File: config.mk
export PLATFORM = sky130hd
export DESIGN_NAME = pin_function_mux
export DESIGN_NICKNAME = d
export VERILOG_FILES = /design/src/rtl/pmux_pkg.sv /design/src/rtl/boot_strap_capture.sv /design/src/rtl/pin_function_mux.sv
export SDC_FILE = /design/constraint.sdc
export NUM_CORES = 1
export LEC_CHECK = 0
export BUFFER_PORTS_ARGS = -buffer_cell sky130_fd_sc_hd__buf_2
export CAP_MARGIN = 20
export CORE_MARGIN = 4
export CORE_UTILIZATION = 45
export CTS_CLUSTER_SIZE = 28
export DETAILED_ROUTE_END_ITERATION = 10
export GPL_TIMING_DRIVEN = 1
export PLACE_DENSITY = 0.87
export SYNTH_ARGS = -nofsm -noshare
export SYNTH_HDL_FRONTEND = slang
export SYNTH_SLANG_ARGS = --single-unit
export TNS_END_PERCENT = 30
File: constraint.sdc
create_clock -name mclk -period 1.55 [get_ports mclk]
set_input_delay 0.2325 -clock mclk [delete_from_list [all_inputs] [get_ports mclk]]
set_output_delay 0.2325 -clock mclk [all_outputs]
set_load 0.02 [all_outputs]
File: src/rtl/pmux_pkg.sv
// Constants, types and carriers for the general-purpose pin multiplexer
// Function
// - Regulator enable drives pin A7 open-drain after reset
// - Debug config bit 4 releases pin A7
// - Timer one channel four needs enable and alternate
// - Timer one channels three, four read A6, A7
// - Remap bit 6 moves timer two channel three
// - Remap bit 7 moves timer two channel four
// - Remap bit 4 moves timer two channel one
// - Remap bit 5 moves timer two channel two
// - Shared pin yields to active timer channel
// - Flow-control pins need UART mode and bit 5
// - SPI bit 4 picks master or slave clocking
// - Serial two slave drives A1, reads A0
// - Serial two two-wire uses A1, A2 open-drain
// - Chip reset is active low
// - Boot strap on A5 sampled at reset release
// - Packet trace needs CPU trace off, alternate
// - Trace bits two, three need four-wire trace
// - Trace clock needs trace, free channel, alternate
// - Analog field connects analog inputs four, five
// - Port A low fields hold pins zero to three
// - Serial pins follow written operating mode only
package pmux_pkg;
  localparam int FIELD_W = 4;
  localparam logic [3:0] CFG_ANALOG = 4'h0;
  localparam logic [3:0] CFG_GP_OUT = 4'h1;
  localparam logic [3:0] CFG_GP_OD = 4'h5;
  localparam logic [3:0] CFG_INPUT = 4'h4;
  localparam logic [3:0] CFG_INPUT_PULL = 4'h8;
  localparam logic [3:0] CFG_ALT_OUT = 4'h9;
  localparam logic [3:0] CFG_ALT_OD = 4'hD;
  localparam int PA_FIELD_LSB [0:7] = '{0, 4, 8, 12, 0, 4, 8, 12};
  localparam int PB_FIELD_LSB [1:4] = '{4, 8, 12, 0};
  localparam int DBG_REG_EN_RELEASE = 4;
  localparam int T1_CH3_OE = 8;
  localparam int T1_CH4_OE = 12;
  localparam int T2_CH_OE [0:3] = '{0, 4, 8, 12};
  localparam int T2_REMAP [0:3] = '{4, 5, 6, 7};
  localparam int UART_FLOW_BIT = 5;
  localparam int SPI_MASTER_BIT = 4;
  localparam logic PIN_RESET_OUT = 1'b0;
  localparam logic PIN_RESET_OE_N = 1'b1;
  localparam logic SYNC_RESET = 1'b1;
  localparam int CLK_PERIOD_NS = 25;
  localparam int BOOT_SAMPLE_NS = 100;
  localparam int BOOT_SAMPLE_CYCLES =
    (BOOT_SAMPLE_NS + CLK_PERIOD_NS - 1) / CLK_PERIOD_NS;

  typedef enum logic [1:0] {
    MODE_OFF = 2'h0,
    MODE_UART = 2'h1,
    MODE_SPI = 2'h2,
    MODE_TWI = 2'h3
  } serial_mode_t;

  typedef enum logic [1:0] {
    BOOT_SAMPLE = 2'h1,
    BOOT_DONE = 2'h2
  } boot_state_t;

  typedef struct packed {
    logic out;
    logic oe_n;
  } pin_drive_t;

  typedef struct packed {
    logic [15:0] pa_low;
    logic [15:0] pa_high;
    logic [15:0] pb_low;
    logic [15:0] pb_high;
  } port_config_t;

  typedef struct packed {
    logic enable;
    logic four_wire;
  } trace_ctrl_t;
endpackage : pmux_pkg

File: src/rtl/boot_strap_capture.sv
// Boot strap capture window after chip reset release
`timescale 1ns/1ps
module boot_strap_capture #(
  parameter int SAMPLE_CYCLES = pmux_pkg::BOOT_SAMPLE_CYCLES
) (
  // Clock and reset
  input wire logic mclk,
  input wire logic rst_n,
  input wire logic ce,
  // Strap
  input wire logic strap_n,
  output logic sampling,
  output logic factory_monitor
);
  pmux_pkg::boot_state_t state;
  logic [7:0] count;

  assign sampling = (state == pmux_pkg::BOOT_SAMPLE);

  // Window is open from reset until SAMPLE_CYCLES cycles after release; flops may not load ports in reset
  always_ff @(posedge mclk or negedge rst_n) begin
    if (!rst_n) begin
      state <= pmux_pkg::BOOT_SAMPLE;
      count <= 8'h00;
    end else if (ce) begin
      unique case (state)
        pmux_pkg::BOOT_SAMPLE: begin
          if (count == 8'(SAMPLE_CYCLES - 1)) begin
            state <= pmux_pkg::BOOT_DONE;
          end
          count <= count + 8'h01;
        end
        pmux_pkg::BOOT_DONE: begin
          count <= count;
        end
        default: begin
          state <= pmux_pkg::BOOT_DONE;
        end
      endcase
    end
  end

  always_ff @(posedge mclk or negedge rst_n) begin
    if (!rst_n) begin
      factory_monitor <= 1'b0;
    end else if (ce && sampling && !strap_n) begin
      factory_monitor <= 1'b1;
    end
  end
endmodule : boot_strap_capture

File: src/rtl/pin_function_mux.sv
// Pin-function multiplexer for port A and port B shared pins
`timescale 1ns/1ps
module pin_function_mux (
  // Clock and reset
  input wire logic mclk,
  input wire logic rst_n,
  input wire logic ce,
  // Configuration
  input wire pmux_pkg::port_config_t port_config,
  input wire logic [7:0] debug_pin_config,
  input wire logic [15:0] timer_one_output_enable,
  input wire logic [15:0] timer_two_output_enable,
  input wire logic [7:0] timer_two_remap_bits,
  input wire logic [7:0] serial1_uart_config,
  input wire logic [7:0] serial1_spi_config,
  input wire logic [7:0] serial2_spi_config,
  input wire pmux_pkg::serial_mode_t serial1_mode_select,
  input wire pmux_pkg::serial_mode_t serial2_mode_select,
  input wire pmux_pkg::trace_ctrl_t trace_ctrl,
  input wire logic regulator_on,
  // Port A pins
  input wire logic [7:0] pa_in,
  output logic [7:0] pa_out,
  output logic [7:0] pa_oe_n,
  // Port B pins 1 to 4
  input wire logic [4:1] pb_in,
  output logic [4:1] pb_out,
  output logic [4:1] pb_oe_n,
  // General-purpose I/O logic
  input wire logic [7:0] gpio_a_out,
  input wire logic [4:1] gpio_b_out,
  output logic [7:0] gpio_a_in,
  output logic [4:1] gpio_b_in,
  // Timers
  input wire logic timer_one_channel_three,
  input wire logic timer_one_channel_four,
  input wire logic [3:0] timer_two_channel_out,
  output logic timer_one_channel_three_in,
  output logic timer_one_channel_four_in,
  output logic [3:0] timer_two_channel_in,
  // Serial controller 1
  input wire logic serial1_data_out,
  input wire logic serial1_spi_clock,
  input wire logic serial1_request_to_send_n,
  input wire logic serial1_twowire_data_out,
  input wire logic serial1_twowire_clock_out,
  output logic serial1_data_in,
  output logic serial1_spi_clock_in,
  output logic serial1_slave_select_n,
  output logic serial1_clear_to_send_n,
  output logic serial1_twowire_data_in,
  output logic serial1_twowire_clock_in,
  // Serial controller 2
  input wire logic serial2_master_out,
  input wire logic serial2_master_in,
  input wire logic serial2_spi_clock,
  input wire logic serial2_twowire_data,
  input wire logic serial2_twowire_clock,
  output logic serial2_data_in,
  output logic serial2_spi_clock_in,
  output logic serial2_slave_select_n,
  output logic serial2_twowire_data_in,
  output logic serial2_twowire_clock_in,
  // Trace sources
  input wire logic cpu_trace_clock,
  input wire logic cpu_trace_bit_two,
  input wire logic cpu_trace_bit_three,
  input wire logic packet_trace_frame,
  input wire logic packet_trace_serial_out,
  // Analog and boot
  output logic analog_input_four,
  output logic analog_input_five,
  output logic factory_monitor
);
  logic [7:0] pa_meta;
  logic [7:0] pa_sync;
  logic [4:1] pb_meta;
  logic [4:1] pb_sync;
  logic [7:0][3:0] pa_field;
  logic [4:1][3:0] pb_field;
  logic [3:0] t2_oe;
  logic [3:0] remap;
  logic [3:0] t2_on_a;
  logic [3:0] t2_on_b;
  logic [7:0] pa_alt_v;
  logic [7:0] pa_alt_en;
  logic [4:1] pb_alt_v;
  logic [4:1] pb_alt_en;
  pmux_pkg::pin_drive_t [7:0] next_pa;
  pmux_pkg::pin_drive_t [4:1] next_pb;
  logic s1_uart;
  logic s1_flow;
  logic s1_spi;
  logic s1_master;
  logic s1_slave;
  logic s1_twi;
  logic s2_master;
  logic s2_slave;
  logic s2_twi;
  logic boot_sampling;

  function automatic logic [3:0] cfg_field(input logic [15:0] r,
                                           input int lsb);
    return r[lsb +: pmux_pkg::FIELD_W];
  endfunction : cfg_field

  function automatic pmux_pkg::pin_drive_t drive(input logic v,
                                                 input logic od);
    pmux_pkg::pin_drive_t d;
    if (od) begin
      d = '{out: 1'b0, oe_n: v};
    end else begin
      d = '{out: v, oe_n: 1'b0};
    end
    return d;
  endfunction : drive

  // Alternate without a live source releases the pin rather than glitch
  function automatic pmux_pkg::pin_drive_t resolve(input logic [3:0] f,
    input logic alt_v, input logic alt_en, input logic gp_v);
    pmux_pkg::pin_drive_t d;
    d = '{out: pmux_pkg::PIN_RESET_OUT, oe_n: pmux_pkg::PIN_RESET_OE_N};
    if (f == pmux_pkg::CFG_ALT_OUT || f == pmux_pkg::CFG_ALT_OD) begin
      if (alt_en) begin
        d = drive(alt_v, f == pmux_pkg::CFG_ALT_OD);
      end
    end else if (f == pmux_pkg::CFG_GP_OUT || f == pmux_pkg::CFG_GP_OD) begin
      d = drive(gp_v, f == pmux_pkg::CFG_GP_OD);
    end
    return d;
  endfunction : resolve

  // Two-flop pin synchronisers; first stage feeds only the second
  always_ff @(posedge mclk or negedge rst_n) begin
    if (!rst_n) begin
      pa_meta <= {8{pmux_pkg::SYNC_RESET}};
      pa_sync <= {8{pmux_pkg::SYNC_RESET}};
      pb_meta <= {4{pmux_pkg::SYNC_RESET}};
      pb_sync <= {4{pmux_pkg::SYNC_RESET}};
    end else if (ce) begin
      pa_meta <= pa_in;
      pa_sync <= pa_meta;
      pb_meta <= pb_in;
      pb_sync <= pb_meta;
    end
  end

  always_comb begin
    for (int i = 0; i < 8; i++) begin
      pa_field[i] = cfg_field(i < 4 ? port_config.pa_low
                              : port_config.pa_high,
                              pmux_pkg::PA_FIELD_LSB[i]);
    end
    for (int i = 1; i < 4; i++) begin
      pb_field[i] = cfg_field(port_config.pb_low, pmux_pkg::PB_FIELD_LSB[i]);
    end
    pb_field[4] = cfg_field(port_config.pb_high, pmux_pkg::PB_FIELD_LSB[4]);
    for (int c = 0; c < 4; c++) begin
      t2_oe[c] = timer_two_output_enable[pmux_pkg::T2_CH_OE[c]];
      remap[c] = timer_two_remap_bits[pmux_pkg::T2_REMAP[c]];
    end
    t2_on_a = t2_oe & ~remap;
    t2_on_b = t2_oe & remap;
  end

  // Serial pins follow only the mode written last, as the final step
  assign s1_uart = serial1_mode_select == pmux_pkg::MODE_UART;
  assign s1_flow = s1_uart && serial1_uart_config[pmux_pkg::UART_FLOW_BIT];
  assign s1_spi = serial1_mode_select == pmux_pkg::MODE_SPI;
  assign s1_master = s1_spi && serial1_spi_config[pmux_pkg::SPI_MASTER_BIT];
  assign s1_slave = s1_spi && !serial1_spi_config[pmux_pkg::SPI_MASTER_BIT];
  assign s1_twi = serial1_mode_select == pmux_pkg::MODE_TWI;
  assign s2_master = serial2_mode_select == pmux_pkg::MODE_SPI &&
                     serial2_spi_config[pmux_pkg::SPI_MASTER_BIT];
  assign s2_slave = serial2_mode_select == pmux_pkg::MODE_SPI &&
                    !serial2_spi_config[pmux_pkg::SPI_MASTER_BIT];
  assign s2_twi = serial2_mode_select == pmux_pkg::MODE_TWI;

  // Timer channels win their pin; controllers take what is left
  always_comb begin
    pa_alt_v = 8'h00;
    pa_alt_en = 8'h00;
    pb_alt_v = 4'h0;
    pb_alt_en = 4'h0;
    if (t2_on_a[0]) begin
      pa_alt_v[0] = timer_two_channel_out[0];
      pa_alt_en[0] = 1'b1;
    end else if (s2_master) begin
      pa_alt_v[0] = serial2_master_out;
      pa_alt_en[0] = 1'b1;
    end
    if (t2_on_a[2]) begin
      pa_alt_v[1] = timer_two_channel_out[2];
      pa_alt_en[1] = 1'b1;
    end else if (s2_twi) begin
      pa_alt_v[1] = serial2_twowire_data;
      pa_alt_en[1] = 1'b1;
    end else if (s2_slave) begin
      pa_alt_v[1] = serial2_master_in;
      pa_alt_en[1] = 1'b1;
    end
    if (t2_on_a[3]) begin
      pa_alt_v[2] = timer_two_channel_out[3];
      pa_alt_en[2] = 1'b1;
    end else if (s2_twi) begin
      pa_alt_v[2] = serial2_twowire_clock;
      pa_alt_en[2] = 1'b1;
    end else if (s2_master) begin
      pa_alt_v[2] = serial2_spi_clock;
      pa_alt_en[2] = 1'b1;
    end
    if (t2_on_a[1]) begin
      pa_alt_v[3] = timer_two_channel_out[1];
      pa_alt_en[3] = 1'b1;
    end else if (trace_ctrl.enable) begin
      pa_alt_v[3] = cpu_trace_clock;
      pa_alt_en[3] = 1'b1;
    end
    if (trace_ctrl.enable) begin
      pa_alt_v[4] = cpu_trace_bit_two;
      pa_alt_v[5] = cpu_trace_bit_three;
      pa_alt_en[4] = trace_ctrl.four_wire;
      pa_alt_en[5] = trace_ctrl.four_wire;
    end else begin
      pa_alt_v[4] = packet_trace_frame;
      pa_alt_v[5] = packet_trace_serial_out;
      pa_alt_en[4] = 1'b1;
      pa_alt_en[5] = 1'b1;
    end
    pa_alt_v[6] = timer_one_channel_three;
    pa_alt_en[6] = timer_one_output_enable[pmux_pkg::T1_CH3_OE];
    pa_alt_v[7] = timer_one_channel_four;
    pa_alt_en[7] = timer_one_output_enable[pmux_pkg::T1_CH4_OE];
    if (t2_on_b[0]) begin
      pb_alt_v[1] = timer_two_channel_out[0];
      pb_alt_en[1] = 1'b1;
    end else if (s1_twi) begin
      pb_alt_v[1] = serial1_twowire_data_out;
      pb_alt_en[1] = 1'b1;
    end else if (s1_uart || s1_spi) begin
      pb_alt_v[1] = serial1_data_out;
      pb_alt_en[1] = 1'b1;
    end
    if (t2_on_b[1]) begin
      pb_alt_v[2] = timer_two_channel_out[1];
      pb_alt_en[2] = 1'b1;
    end else if (s1_twi) begin
      pb_alt_v[2] = serial1_twowire_clock_out;
      pb_alt_en[2] = 1'b1;
    end
    if (t2_on_b[2]) begin
      pb_alt_v[3] = timer_two_channel_out[2];
      pb_alt_en[3] = 1'b1;
    end else if (s1_master) begin
      pb_alt_v[3] = serial1_spi_clock;
      pb_alt_en[3] = 1'b1;
    end
    if (t2_on_b[3]) begin
      pb_alt_v[4] = timer_two_channel_out[3];
      pb_alt_en[4] = 1'b1;
    end else if (s1_flow) begin
      pb_alt_v[4] = serial1_request_to_send_n;
      pb_alt_en[4] = 1'b1;
    end
  end

  always_comb begin
    for (int i = 0; i < 8; i++) begin
      next_pa[i] = resolve(pa_field[i], pa_alt_v[i], pa_alt_en[i],
                           gpio_a_out[i]);
    end
    for (int i = 1; i < 5; i++) begin
      next_pb[i] = resolve(pb_field[i], pb_alt_v[i], pb_alt_en[i],
                           gpio_b_out[i]);
    end
    if (!debug_pin_config[pmux_pkg::DBG_REG_EN_RELEASE]) begin
      next_pa[7] = drive(regulator_on, 1'b1);
    end
    if (boot_sampling) begin
      next_pa[5] = '{out: pmux_pkg::PIN_RESET_OUT,
                     oe_n: pmux_pkg::PIN_RESET_OE_N};
    end
  end

  // Pins released in reset so the strap and pull-ups settle
  always_ff @(posedge mclk or negedge rst_n) begin
    if (!rst_n) begin
      pa_out <= {8{pmux_pkg::PIN_RESET_OUT}};
      pa_oe_n <= {8{pmux_pkg::PIN_RESET_OE_N}};
      pb_out <= {4{pmux_pkg::PIN_RESET_OUT}};
      pb_oe_n <= {4{pmux_pkg::PIN_RESET_OE_N}};
    end else if (ce) begin
      for (int i = 0; i < 8; i++) begin
        pa_out[i] <= next_pa[i].out;
        pa_oe_n[i] <= next_pa[i].oe_n;
      end
      for (int i = 1; i < 5; i++) begin
        pb_out[i] <= next_pb[i].out;
        pb_oe_n[i] <= next_pb[i].oe_n;
      end
    end
  end

  // Inputs to timers and general I/O
  always_ff @(posedge mclk or negedge rst_n) begin
    if (!rst_n) begin
      gpio_a_in <= 8'hFF;
      gpio_b_in <= 4'hF;
      timer_one_channel_three_in <= 1'b0;
      timer_one_channel_four_in <= 1'b0;
      timer_two_channel_in <= 4'h0;
      analog_input_four <= 1'b0;
      analog_input_five <= 1'b0;
    end else if (ce) begin
      gpio_a_in <= pa_sync;
      gpio_b_in <= pb_sync;
      timer_one_channel_three_in <= pa_sync[6];
      timer_one_channel_four_in <= pa_sync[7];
      timer_two_channel_in[0] <= remap[0] ? pb_sync[1] : pa_sync[0];
      timer_two_channel_in[1] <= remap[1] ? pb_sync[2] : pa_sync[3];
      timer_two_channel_in[2] <= remap[2] ? pb_sync[3] : pa_sync[1];
      timer_two_channel_in[3] <= remap[3] ? pb_sync[4] : pa_sync[2];
      analog_input_four <= pa_field[4] == pmux_pkg::CFG_ANALOG;
      analog_input_five <= pa_field[5] == pmux_pkg::CFG_ANALOG;
    end
  end

  // Serial inputs idle at their inactive level when not routed, except clear to send, which is held low (asserted)
  always_ff @(posedge mclk or negedge rst_n) begin
    if (!rst_n) begin
      serial1_data_in <= 1'b1;
      serial1_spi_clock_in <= 1'b0;
      serial1_slave_select_n <= 1'b1;
      serial1_clear_to_send_n <= 1'b0;
      serial1_twowire_data_in <= 1'b1;
      serial1_twowire_clock_in <= 1'b1;
      serial2_data_in <= 1'b1;
      serial2_spi_clock_in <= 1'b0;
      serial2_slave_select_n <= 1'b1;
      serial2_twowire_data_in <= 1'b1;
      serial2_twowire_clock_in <= 1'b1;
    end else if (ce) begin
      serial1_data_in <= (s1_uart || s1_spi) ? pb_sync[2] : 1'b1;
      serial1_spi_clock_in <= s1_slave ? pb_sync[3] : 1'b0;
      serial1_slave_select_n <= s1_slave ? pb_sync[4] : 1'b1;
      serial1_clear_to_send_n <= s1_flow ? pb_sync[3] : 1'b0;
      serial1_twowire_data_in <= s1_twi ? pb_sync[1] : 1'b1;
      serial1_twowire_clock_in <= s1_twi ? pb_sync[2] : 1'b1;
      serial2_data_in <= s2_slave ? pa_sync[0]
                         : (s2_master ? pa_sync[1] : 1'b1);
      serial2_spi_clock_in <= s2_slave ? pa_sync[2] : 1'b0;
      serial2_slave_select_n <= s2_slave ? pa_sync[3] : 1'b1;
      serial2_twowire_data_in <= s2_twi ? pa_sync[1] : 1'b1;
      serial2_twowire_clock_in <= s2_twi ? pa_sync[2] : 1'b1;
    end
  end

  boot_strap_capture #(
    .SAMPLE_CYCLES(pmux_pkg::BOOT_SAMPLE_CYCLES)
  ) u_boot (
    .mclk(mclk),
    .rst_n(rst_n),
    .ce(ce),
    .strap_n(pa_sync[5]),
    .sampling(boot_sampling),
    .factory_monitor(factory_monitor)
  );
endmodule : pin_function_mux

# Word level (Yosys, flattened, before mapping)
# Index checks and enable logic that the tools add are counted.
[totals] register_bits=90 inputBits=191 output_inout_bits=56 elab_cells=249
[op_classes] addsub=1 eq_ne=57 n_mux=119 n_bitwise=4 n_reduce_logical=39
[ops] cell="$mux 2" n=65
[ops] cell="$eq 4x4->1 const B" n=24
[ops] cell="$mux 1" n=53
[ops] cell="$eq 4x1->1 const B" n=12
[ops] cell="$eq 4x3->1 const B" n=12
[ops] cell="$logic_or 1x1->1" n=25
[ops] cell="$eq 2x2->1 const B" n=5
[ops] cell="$add 8x1->8 const B" n=1
[ops] cell="$and 4x4->4" n=2
[ops] cell="$eq 8x2->1 const B" n=1
[ops] cell="$logic_not 4->1" n=2
[ops] cell="$logic_and 1x1->1" n=7
[ops] cell="$eq 2x1->1 const B" n=2
[ops] cell="$not 4->4" n=1
[ops] cell="$pmux 2 s2" n=1
[ops] cell="$logic_not 1->1" n=3
[ops] cell="$reduce_and 3->1" n=1
[ops] cell="$ne 2x2->1 const B" n=1
[ops] cell="$reduce_and 2->1" n=1
[ops] cell="$not 1->1" n=1

# Logic depth before layout (Yosys ltp)
# Gate-level depths: netlist (run 1).
[logic_depth] depth_word=8 depth_mapped=6 mapped_depth_nobuf=6

# Modules after synthesis
# A second synthesis (run 1) with hierarchy kept.
[hier_totals] hier_cells=401 hier_area_um2=4438.0
[modules_own_cells] module="pin_function_mux" instances=1 cells_per_inst=360 area_each_um2=3932.5
[modules_own_cells] module="boot_strap_capture" instances=1 cells_per_inst=41 area_each_um2=505.5

# Least setup slack after synthesis (run 1)
# OpenSTA, ideal clock, no wires.
[synth_timing] kind="reg2reg" startpoint="register u_boot.count[0]" endpoint="register u_boot.state[0]" setup_time_ns=0.078 arrival_time_ns=1.321 slack_ns=0.151 stages_incl_launch_ff=6 path_buffers=0 period_less_slack_ns=1.399 cell_sequence="dfrtp_1 > ha_1 > or4b_1 > nor4_2 > o21ai_1 > and2_1"
[synth_via] elab_chain_len=3
[synth_rtl] element="start, declared" line_no="boot_strap_capture.sv:16" text="logic [7:0] count;"
[synth_rtl] element="start signal, assigned" line_no="boot_strap_capture.sv:31" text="count <= count + 8'h01;"
[synth_rtl] element="start signal, assigned" line_no="boot_strap_capture.sv:34" text="count <= count;"
[synth_rtl] element="$eq 8x2->1" line_no="boot_strap_capture.sv:28" text="if (count == 8'(SAMPLE_CYCLES - 1)) begin"
[synth_rtl] element="$ne 2x2->1 (no line)"
[synth_rtl] element="$reduce_and 3->1 (no line)"
[synth_rtl] element="end signal, assigned" line_no="boot_strap_capture.sv:23" text="state <= pmux_pkg::BOOT_SAMPLE;"
[synth_rtl] element="end signal, assigned" line_no="boot_strap_capture.sv:29" text="state <= pmux_pkg::BOOT_DONE;"
[synth_rtl] element="end signal, assigned" line_no="boot_strap_capture.sv:37" text="state <= pmux_pkg::BOOT_DONE;"
[synth_rtl] element="end, declared" line_no="boot_strap_capture.sv:15" text="pmux_pkg::boot_state_t state;"
# No other way between the ends.
# A chain may end at the register's enable or synchronous reset.

# Final worst setup path (run 1)
[layout_timing] startpoint="register u_boot.count[1]" endpoint="register u_boot.state[0]"
# The elaborated chain is that of the path after synthesis.

==> results of run 1 <==
[synthesized netlist by cell type, drive strengths merged, types with 5 or more instances]
master,number
buf,9
nor2b,7
xnor2,5
inv,28
nand3,8
nor3b,5
dfstp,57
nor2,30
mux2,34
nand2b,6
clkbuf,5
dfrtp,33
a21oi,23
nand2,27
o21ai,21
mux2i,7
nand3b,9
a31oi,14
o211ai,7
and3,6
ha,5
[state kept, by name, summed over array words and instances (netlist names), 8 cells and up]
signal        count
pa_sync           8
u_boot.count      8
pa_oe_n           8
pa_out            8
pa_meta           8
gpio_a_in         8
[logic make-up (layout without fill, tap and decap cells)]
kind of cell	after synthesis	count (layout)	synth area share (%)
and+or+nand+nor	110	110	13.3
AOI/OAI and AO/OA	105	105	16.0
DFF	90	90	53.2
buffers and inverters	42	225	4.35
muxes	41	41	10.4
xor gates and xnor gates	7	7	1.40
adders and majority gates	5	5	1.43
[worst paths after layout]
kind	start	to
max	u_boot.count[1]	u_boot.state[0]
min	port_config[32]	pa_oe_n[4]
max reg2reg	u_boot.count[1]	u_boot.state[0]
min reg2reg	gpio_a_in[7]	gpio_a_in[7]
max in group asynchronous	rst_n	serial1_data_in
min in group asynchronous	rst_n	pa_out[4]
[layer usage]
layer	global-route usage [%]	routed length, um
met5	0	0
met4	7.95	288
met3	4.37	873
met2	34.4	5510
met1	24.1	4660
[where the power goes]
part           leakage [nW]  switching (W)  total, W  internal (W)
combinational          1.49       0.000608   0.00105      0.000445
clock                0.0971       0.000803   0.00156      0.000752
sequential             1.04       0.000133   0.00282       0.00269
[worst max-delay path, delay by kind of cell, from the launching register on]
kind / cells / cell delay (ns)
AO/OA/AOI/OAI: 1 / 0.09
adder cells (fa/ha/maj): 1 / 0.18
flip-flops: 1 / 0.37
AND/OR/NAND/NOR: 3 / 0.78
[layout make-up]
cell class,count,area [sq um],share of cell area [%]
Clock inverter,6,65.1,1.16
Tap cell,129,161,2.88
Sequential cell,90,2320,41.4
Multi-Input combinational cell,268,1870,33.3
Timing Repair Buffer,181,961,17.1
Inverter,28,105,1.87
Clock buffer,10,128,2.27
[through the flow]
step | setup WS [ns] | utilization (%) | hold slack [ns] | std cells | total power [W]
after floorplan | 0.151 | - | -0.0631 | 400 | 0.00341
after global routing | 0.00493 | 60.1 | 0.0760 | 712 | 0.00576
after detailed placement | 0.0314 | 57.8 | 0.307 | 694 | 0.00392
after global placement | 0.0770 | 57.8 | 0.303 | 694 | 0.00387
final | 0.0598 | 60.1 | 0.0809 | 712 | 0.00543
after CTS | 0.0154 | 59.9 | 0.0689 | 711 | 0.00551
[timing repair]
action,in CTS,in global routing
resized for setup,0,2
endpoints found under the hold margin,33,0
hold buffers,1,0
buffers inserted,0,1
setup endpoints to repair,0,1
==> impl_metrics.py, run 1 <==
metrics = {
    "die": {
        "die_h_um": 107,
        "pin_count": 247,
        "core.rowCount": 35,
        "die_area_sq_um": 11300,
        "die_w_um": 107,
        "core-area_sq_um": 9330,
        "start_util_pct": 46.8,
    },
    "drt": {
        "drt_iter0_markers": 342,
        "drc": 0,
        "postRouteAntennaNets": 0,
        "vias": 3769,
        "wl_per_cell_um": 15.9,
        "first_pass_iters": 5,
        "wl_um": 11300,
        "via_per_inst": 5.29,
    },
    "final_layout": {
        "antenna_cells": 0,
        "layout.nets": 774,
        "fillers": 806,
        "area_growth_pct": 28.4,
        "final_common_cell": "buf_2",
        "drive_gt1_share_pct": 49.1,
        "postLayoutCellArea_sq_um": 5610,
        "final_cell_mix": "170 x buf_2, 57 x dfstp_2, 33 x dfrtp_1",
    },
    "setup_path": {
        "worstSetupStartpointType": "register",
        "cp_slowest_cell": "or4b_4",
        "critPathCaptureType": "register",
        "cp.arrival_ns": 1.77,
        "crit_chain": "ha_1 > or4b_4 > nor4_4 > o21ai_1 > and2_1",
        "slowest_delay_ns": 0.48,
        "rr_worst_depth": 5,
        "ff2ff_setup_slack_ns": 0.06,
        "path_class": "reg -> reg",
        "crit_path_max_fanout": 3,
        "cp.required_ns": 1.83,
    },
    "synthesis": {
        "ys.flop_type": "dfstp_2",
        "synth.avg_cell_area_sq_um": 10.9,
        "syn_nets": 596,
        "syn_inst": 400,
        "post_synth_num_cell_types": 56,
        "synth_area_leaders": "dfstp_2 34%, dfrtp_1 19%, mux2_2 7.7%, a21oi_1 2.6%, nor2_1 2.6%",
        "yosys_warnings": 0,
        "yosysTopAreaCellShare_pct": 34.3,
        "post-synth-top-area-cell": "dfstp_2",
        "synth_edf_count": 0,
        "ys_seq_elements": 90,
        "ys_seq_area_share_pct": 53.2,
        "synthesis.area_sq_um": 4370,
        "async_flop_share_pct": 100,
    },
    "sta": {
        "layout_min_cycle_time_ns": 1.49,
        "slew_violations": 0,
        "fmax_mhz": 671,
        "rsz0062_at_grt": "no",
        "max_slew.worst_pin.slew_ns": 0.430,
        "period_share_pct": 96.1,
        "fin_tns_setup_ns": 0,
        "hold_viol": 0,
        "finClkSkew_ns": 0.00615,
        "max_slew_margin_pct": 70.6,
        "setup_violations": 0,
    },
    "min_path": {
        "hp-class": "in -> reg",
        "hold_depth": 2,
    },
    "placed_design": {
        "place_congestion": 0.882,
        "hpwl_um": 8800,
        "port-buffer-count": 172,
        "place_area_sq_um": 5390,
    },
    "grt": {
        "grt_max_degree": 91,
        "antenna_found_initial": 0,
        "grt.total_usage_pct": 19.9,
        "grt_pass1_wl_um": 18200,
        "grt_pass1_vias": 3848,
        "grt_overflow": 0,
    },
    "power_and_ir_drop": {
        "powerDensity_nw_per_um2": 968,
        "p_leak_nw": 2.63,
        "ir_drop_mv": 0.922,
    },
    "outcome": {
        "outcome": "finished, final reports clean",
    },
    "flow_run": {
        "drv_cap": 0,
    },
    "clock_network": {
        "cts_tree": "built",
        "cts_buffer_depth": 2,
        "clk_pin_slew_ns": 0.09,
        "cts_max_level": 3,
        "numClockSinks": 90,
        "cts_made_buffers": 9,
        "cts_root_buf": "clkbuf_8",
        "clock_latency_ns": 0.34,
    },
}
No activity file was read; power rests on OpenSTA's default activity.
==> run 2: changes to the inputs <==
Settings changed: CORE_UTILIZATION 45 to 25, PLACE_DENSITY 0.87 to default, PLACE_DENSITY_LB_ADDON from default to 0.08, SYNTH_HIERARCHICAL from default to 1.
==> run 2 against run 1 <==
Effect of this change: worst setup slack better by 0.063 ns; maximum frequency up 4.4%; non-clock buffer count down 1; critical path depth down 3; wire length up 12%; total power up 10%; synthesized area up 1.6%; critical path type unchanged; critical endpoint is now u_boot/count[1]; largest power group unchanged; highest routed layer unchanged.
==> impl_metrics.py, run 2 <==
metrics = {
    "setup_path": {
        "cp.arrival_ns": 1.66,
        "path_class": "reg -> reg",
        "worstSetupStartpointType": "register",
        "cp.required_ns": 1.78,
        "crit_path_max_fanout": 9,
        "critPathCaptureType": "register",
    },
    "grt": {
        "grt_pass1_vias": 3661,
        "grt_pass1_wl_um": 19700,
        "grt_overflow": 0,
        "grt.total_usage_pct": 12.6,
        "grt_max_degree": 37,
        "antenna_found_initial": 0,
    },
    "synthesis": {
        "synth.avg_cell_area_sq_um": 11.1,
        "yosysTopAreaCellShare_pct": 33.7,
        "syn_inst": 401,
        "ys_seq_area_share_pct": 52.4,
        "post-synth-top-area-cell": "dfstp_2",
        "async_flop_share_pct": 100,
        "synth_area_leaders": "dfstp_2 34%, dfrtp_1 19%, mux2_2 8.1%, a31oi_1 2.4%, inv_1 2.4%",
        "yosysMostFrequentCell": "dfstp_2",
        "post_synth_num_cell_types": 60,
        "syn_nets": 597,
        "yosys_warnings": 6,
        "ys.flop_type": "dfstp_2",
        "synth_edf_count": 0,
        "ys_top_cells_by_count": "57 x dfstp_2, 33 x dfrtp_1, 32 x mux2_2, 28 x inv_1",
        "synthesis.area_sq_um": 4440,
        "ys_seq_elements": 90,
    },
    "clock_network": {
        "clock_latency_ns": 0.34,
        "clk_pin_slew_ns": 0.07,
        "cts_root_buf": "clkbuf_16",
        "numClockSinks": 90,
        "cts_max_level": 3,
        "cts_buffer_depth": 2,
        "cts_resized": 0,
        "cts_hold_buf": 1,
        "cts_setup_buffers": 0,
        "cts_tree": "built",
        "cts_made_buffers": 9,
    },
    "outcome": {
        "outcome": "finished, final reports clean",
    },
    "final_layout": {
        "area_growth_pct": 32.6,
        "final_common_cell": "buf_2",
        "final_cells": 806,
        "drive_gt1_share_pct": 50.3,
        "antenna_cells": 0,
        "final_cell_mix": "170 x buf_2, 57 x dfstp_2, 33 x dfrtp_1",
        "layout.nets": 772,
    },
    "sta": {
        "setup_violations": 0,
        "layout_min_cycle_time_ns": 1.43,
        "hold_viol": 0,
        "rsz0062_at_grt": "no",
        "fmax_mhz": 701,
        "period_share_pct": 92.1,
        "finClkSkew_ns": 0.00526,
        "slew_violations": 0,
        "max_slew.worst_pin.slew_ns": 0.342,
        "fin_tns_setup_ns": 0,
        "max_slew_margin_pct": 77.2,
    },
    "drt": {
        "wl_um": 12700,
        "via_per_inst": 4.57,
        "vias": 3680,
        "postRouteAntennaNets": 0,
        "wl_per_cell_um": 15.7,
        "drc": 0,
        "first_pass_iters": 4,
        "drt_iter0_markers": 100,
    },
    "die": {
        "die_area_sq_um": 19900,
        "pin_count": 247,
        "die_h_um": 141,
        "start_util_pct": 25.6,
        "die_w_um": 141,
        "core.rowCount": 48,
        "core-area_sq_um": 17400,
    },
    "placed_design": {
        "dp.cells": 789,
        "port-buffer-count": 172,
        "hpwl_um": 9730,
        "place_congestion": 0.830,
    },
    "flow_run": {
        "drv_cap": 0,
    },
    "power_and_ir_drop": {
        "finalPower_w": 0.00597,
        "ir_drop_mv": 0.469,
        "powerDensity_nw_per_um2": 1020,
        "p_leak_nw": 2.68,
    },
    "min_path": {
        "hp-class": "in -> reg",
    },
}
==> run 2: metal layers <==
layer	up-vias	part of all wire, %	global-route usage [%]
met5	-	0	0
met3	14	7.7	3.43
met1	1741	46	17.1
li1	1820	-	-
met2	105	45	19.0
met4	0	1.7	4.90
==> run 2: cell families after synthesis <==
| group | count (synthesis) | synth area share (%) |
|---|---|---|
| AND/OR/NAND/NOR | 114 | 13.8 |
| buffers and inverters | 45 | 4.54 |
| adder cells (fa/ha/maj) | 5 | 1.41 |
| XOR/XNOR | 7 | 1.38 |
| flip-flops | 90 | 52.4 |
| AO/OA/AOI/OAI | 96 | 15.5 |
| multiplexers | 44 | 10.9 |
==> run 2: final cells by class <==
cell class | instances | area, sq um
fill | 1833 | 11500
multi-input combinational | 266 | 1910
inverter | 29 | 109
clock inverter | 7 | 53.8
sequential | 90 | 2320
tap | 225 | 282
clock buffer | 9 | 225
timing repair buffer | 180 | 978
==> run 2: worst paths after layout <==
path,to,from,cells past startpoint,slack [ns]
min in group asynchronous,pa_out[1],rst_n,2,0.33
worst max-delay path,u_boot/count[1],u_boot/state[0],2,0.12
worst min register to register,pa_oe_n[7],pa_oe_n[7],2,0.46
worst min-delay path,pa_out[6],port_config[42],2,0.11
worst max register to register,u_boot/count[1],u_boot/state[0],2,0.12
max in group asynchronous,pa_oe_n[7],rst_n,3,0.59
==> run 2: stage by stage <==
stage | worst slack, ns | utilization [%] | area (sq um) | hold WS, ns
after floorplan | 0.221 | - | 4440 | -0.0631
after CTS | 0.130 | 33.9 | 5880 | 0.0869
after global routing | 0.0619 | 33.9 | 5880 | 0.0986
final | 0.123 | 33.9 | 5880 | 0.108
after global placement | 0.141 | 32.2 | 5600 | 0.161
after detailed placement | 0.142 | 32.2 | 5600 | 0.166
==> run 2: critical path, cell delays in order, from the launching register on <==
cell	delay (ns)
dfstp_2	0.56
and3b_1	0.37
mux2_2	0.38
==> run 2: report_power, final <==
part           leakage, nW  switching [W]  internal [W]  total (W)
clock network        0.128       0.000986       0.00110    0.00208
registers             1.04       0.000131       0.00269    0.00282
logic                 1.52       0.000609      0.000461    0.00107
total                 2.68        0.00173       0.00425    0.00597
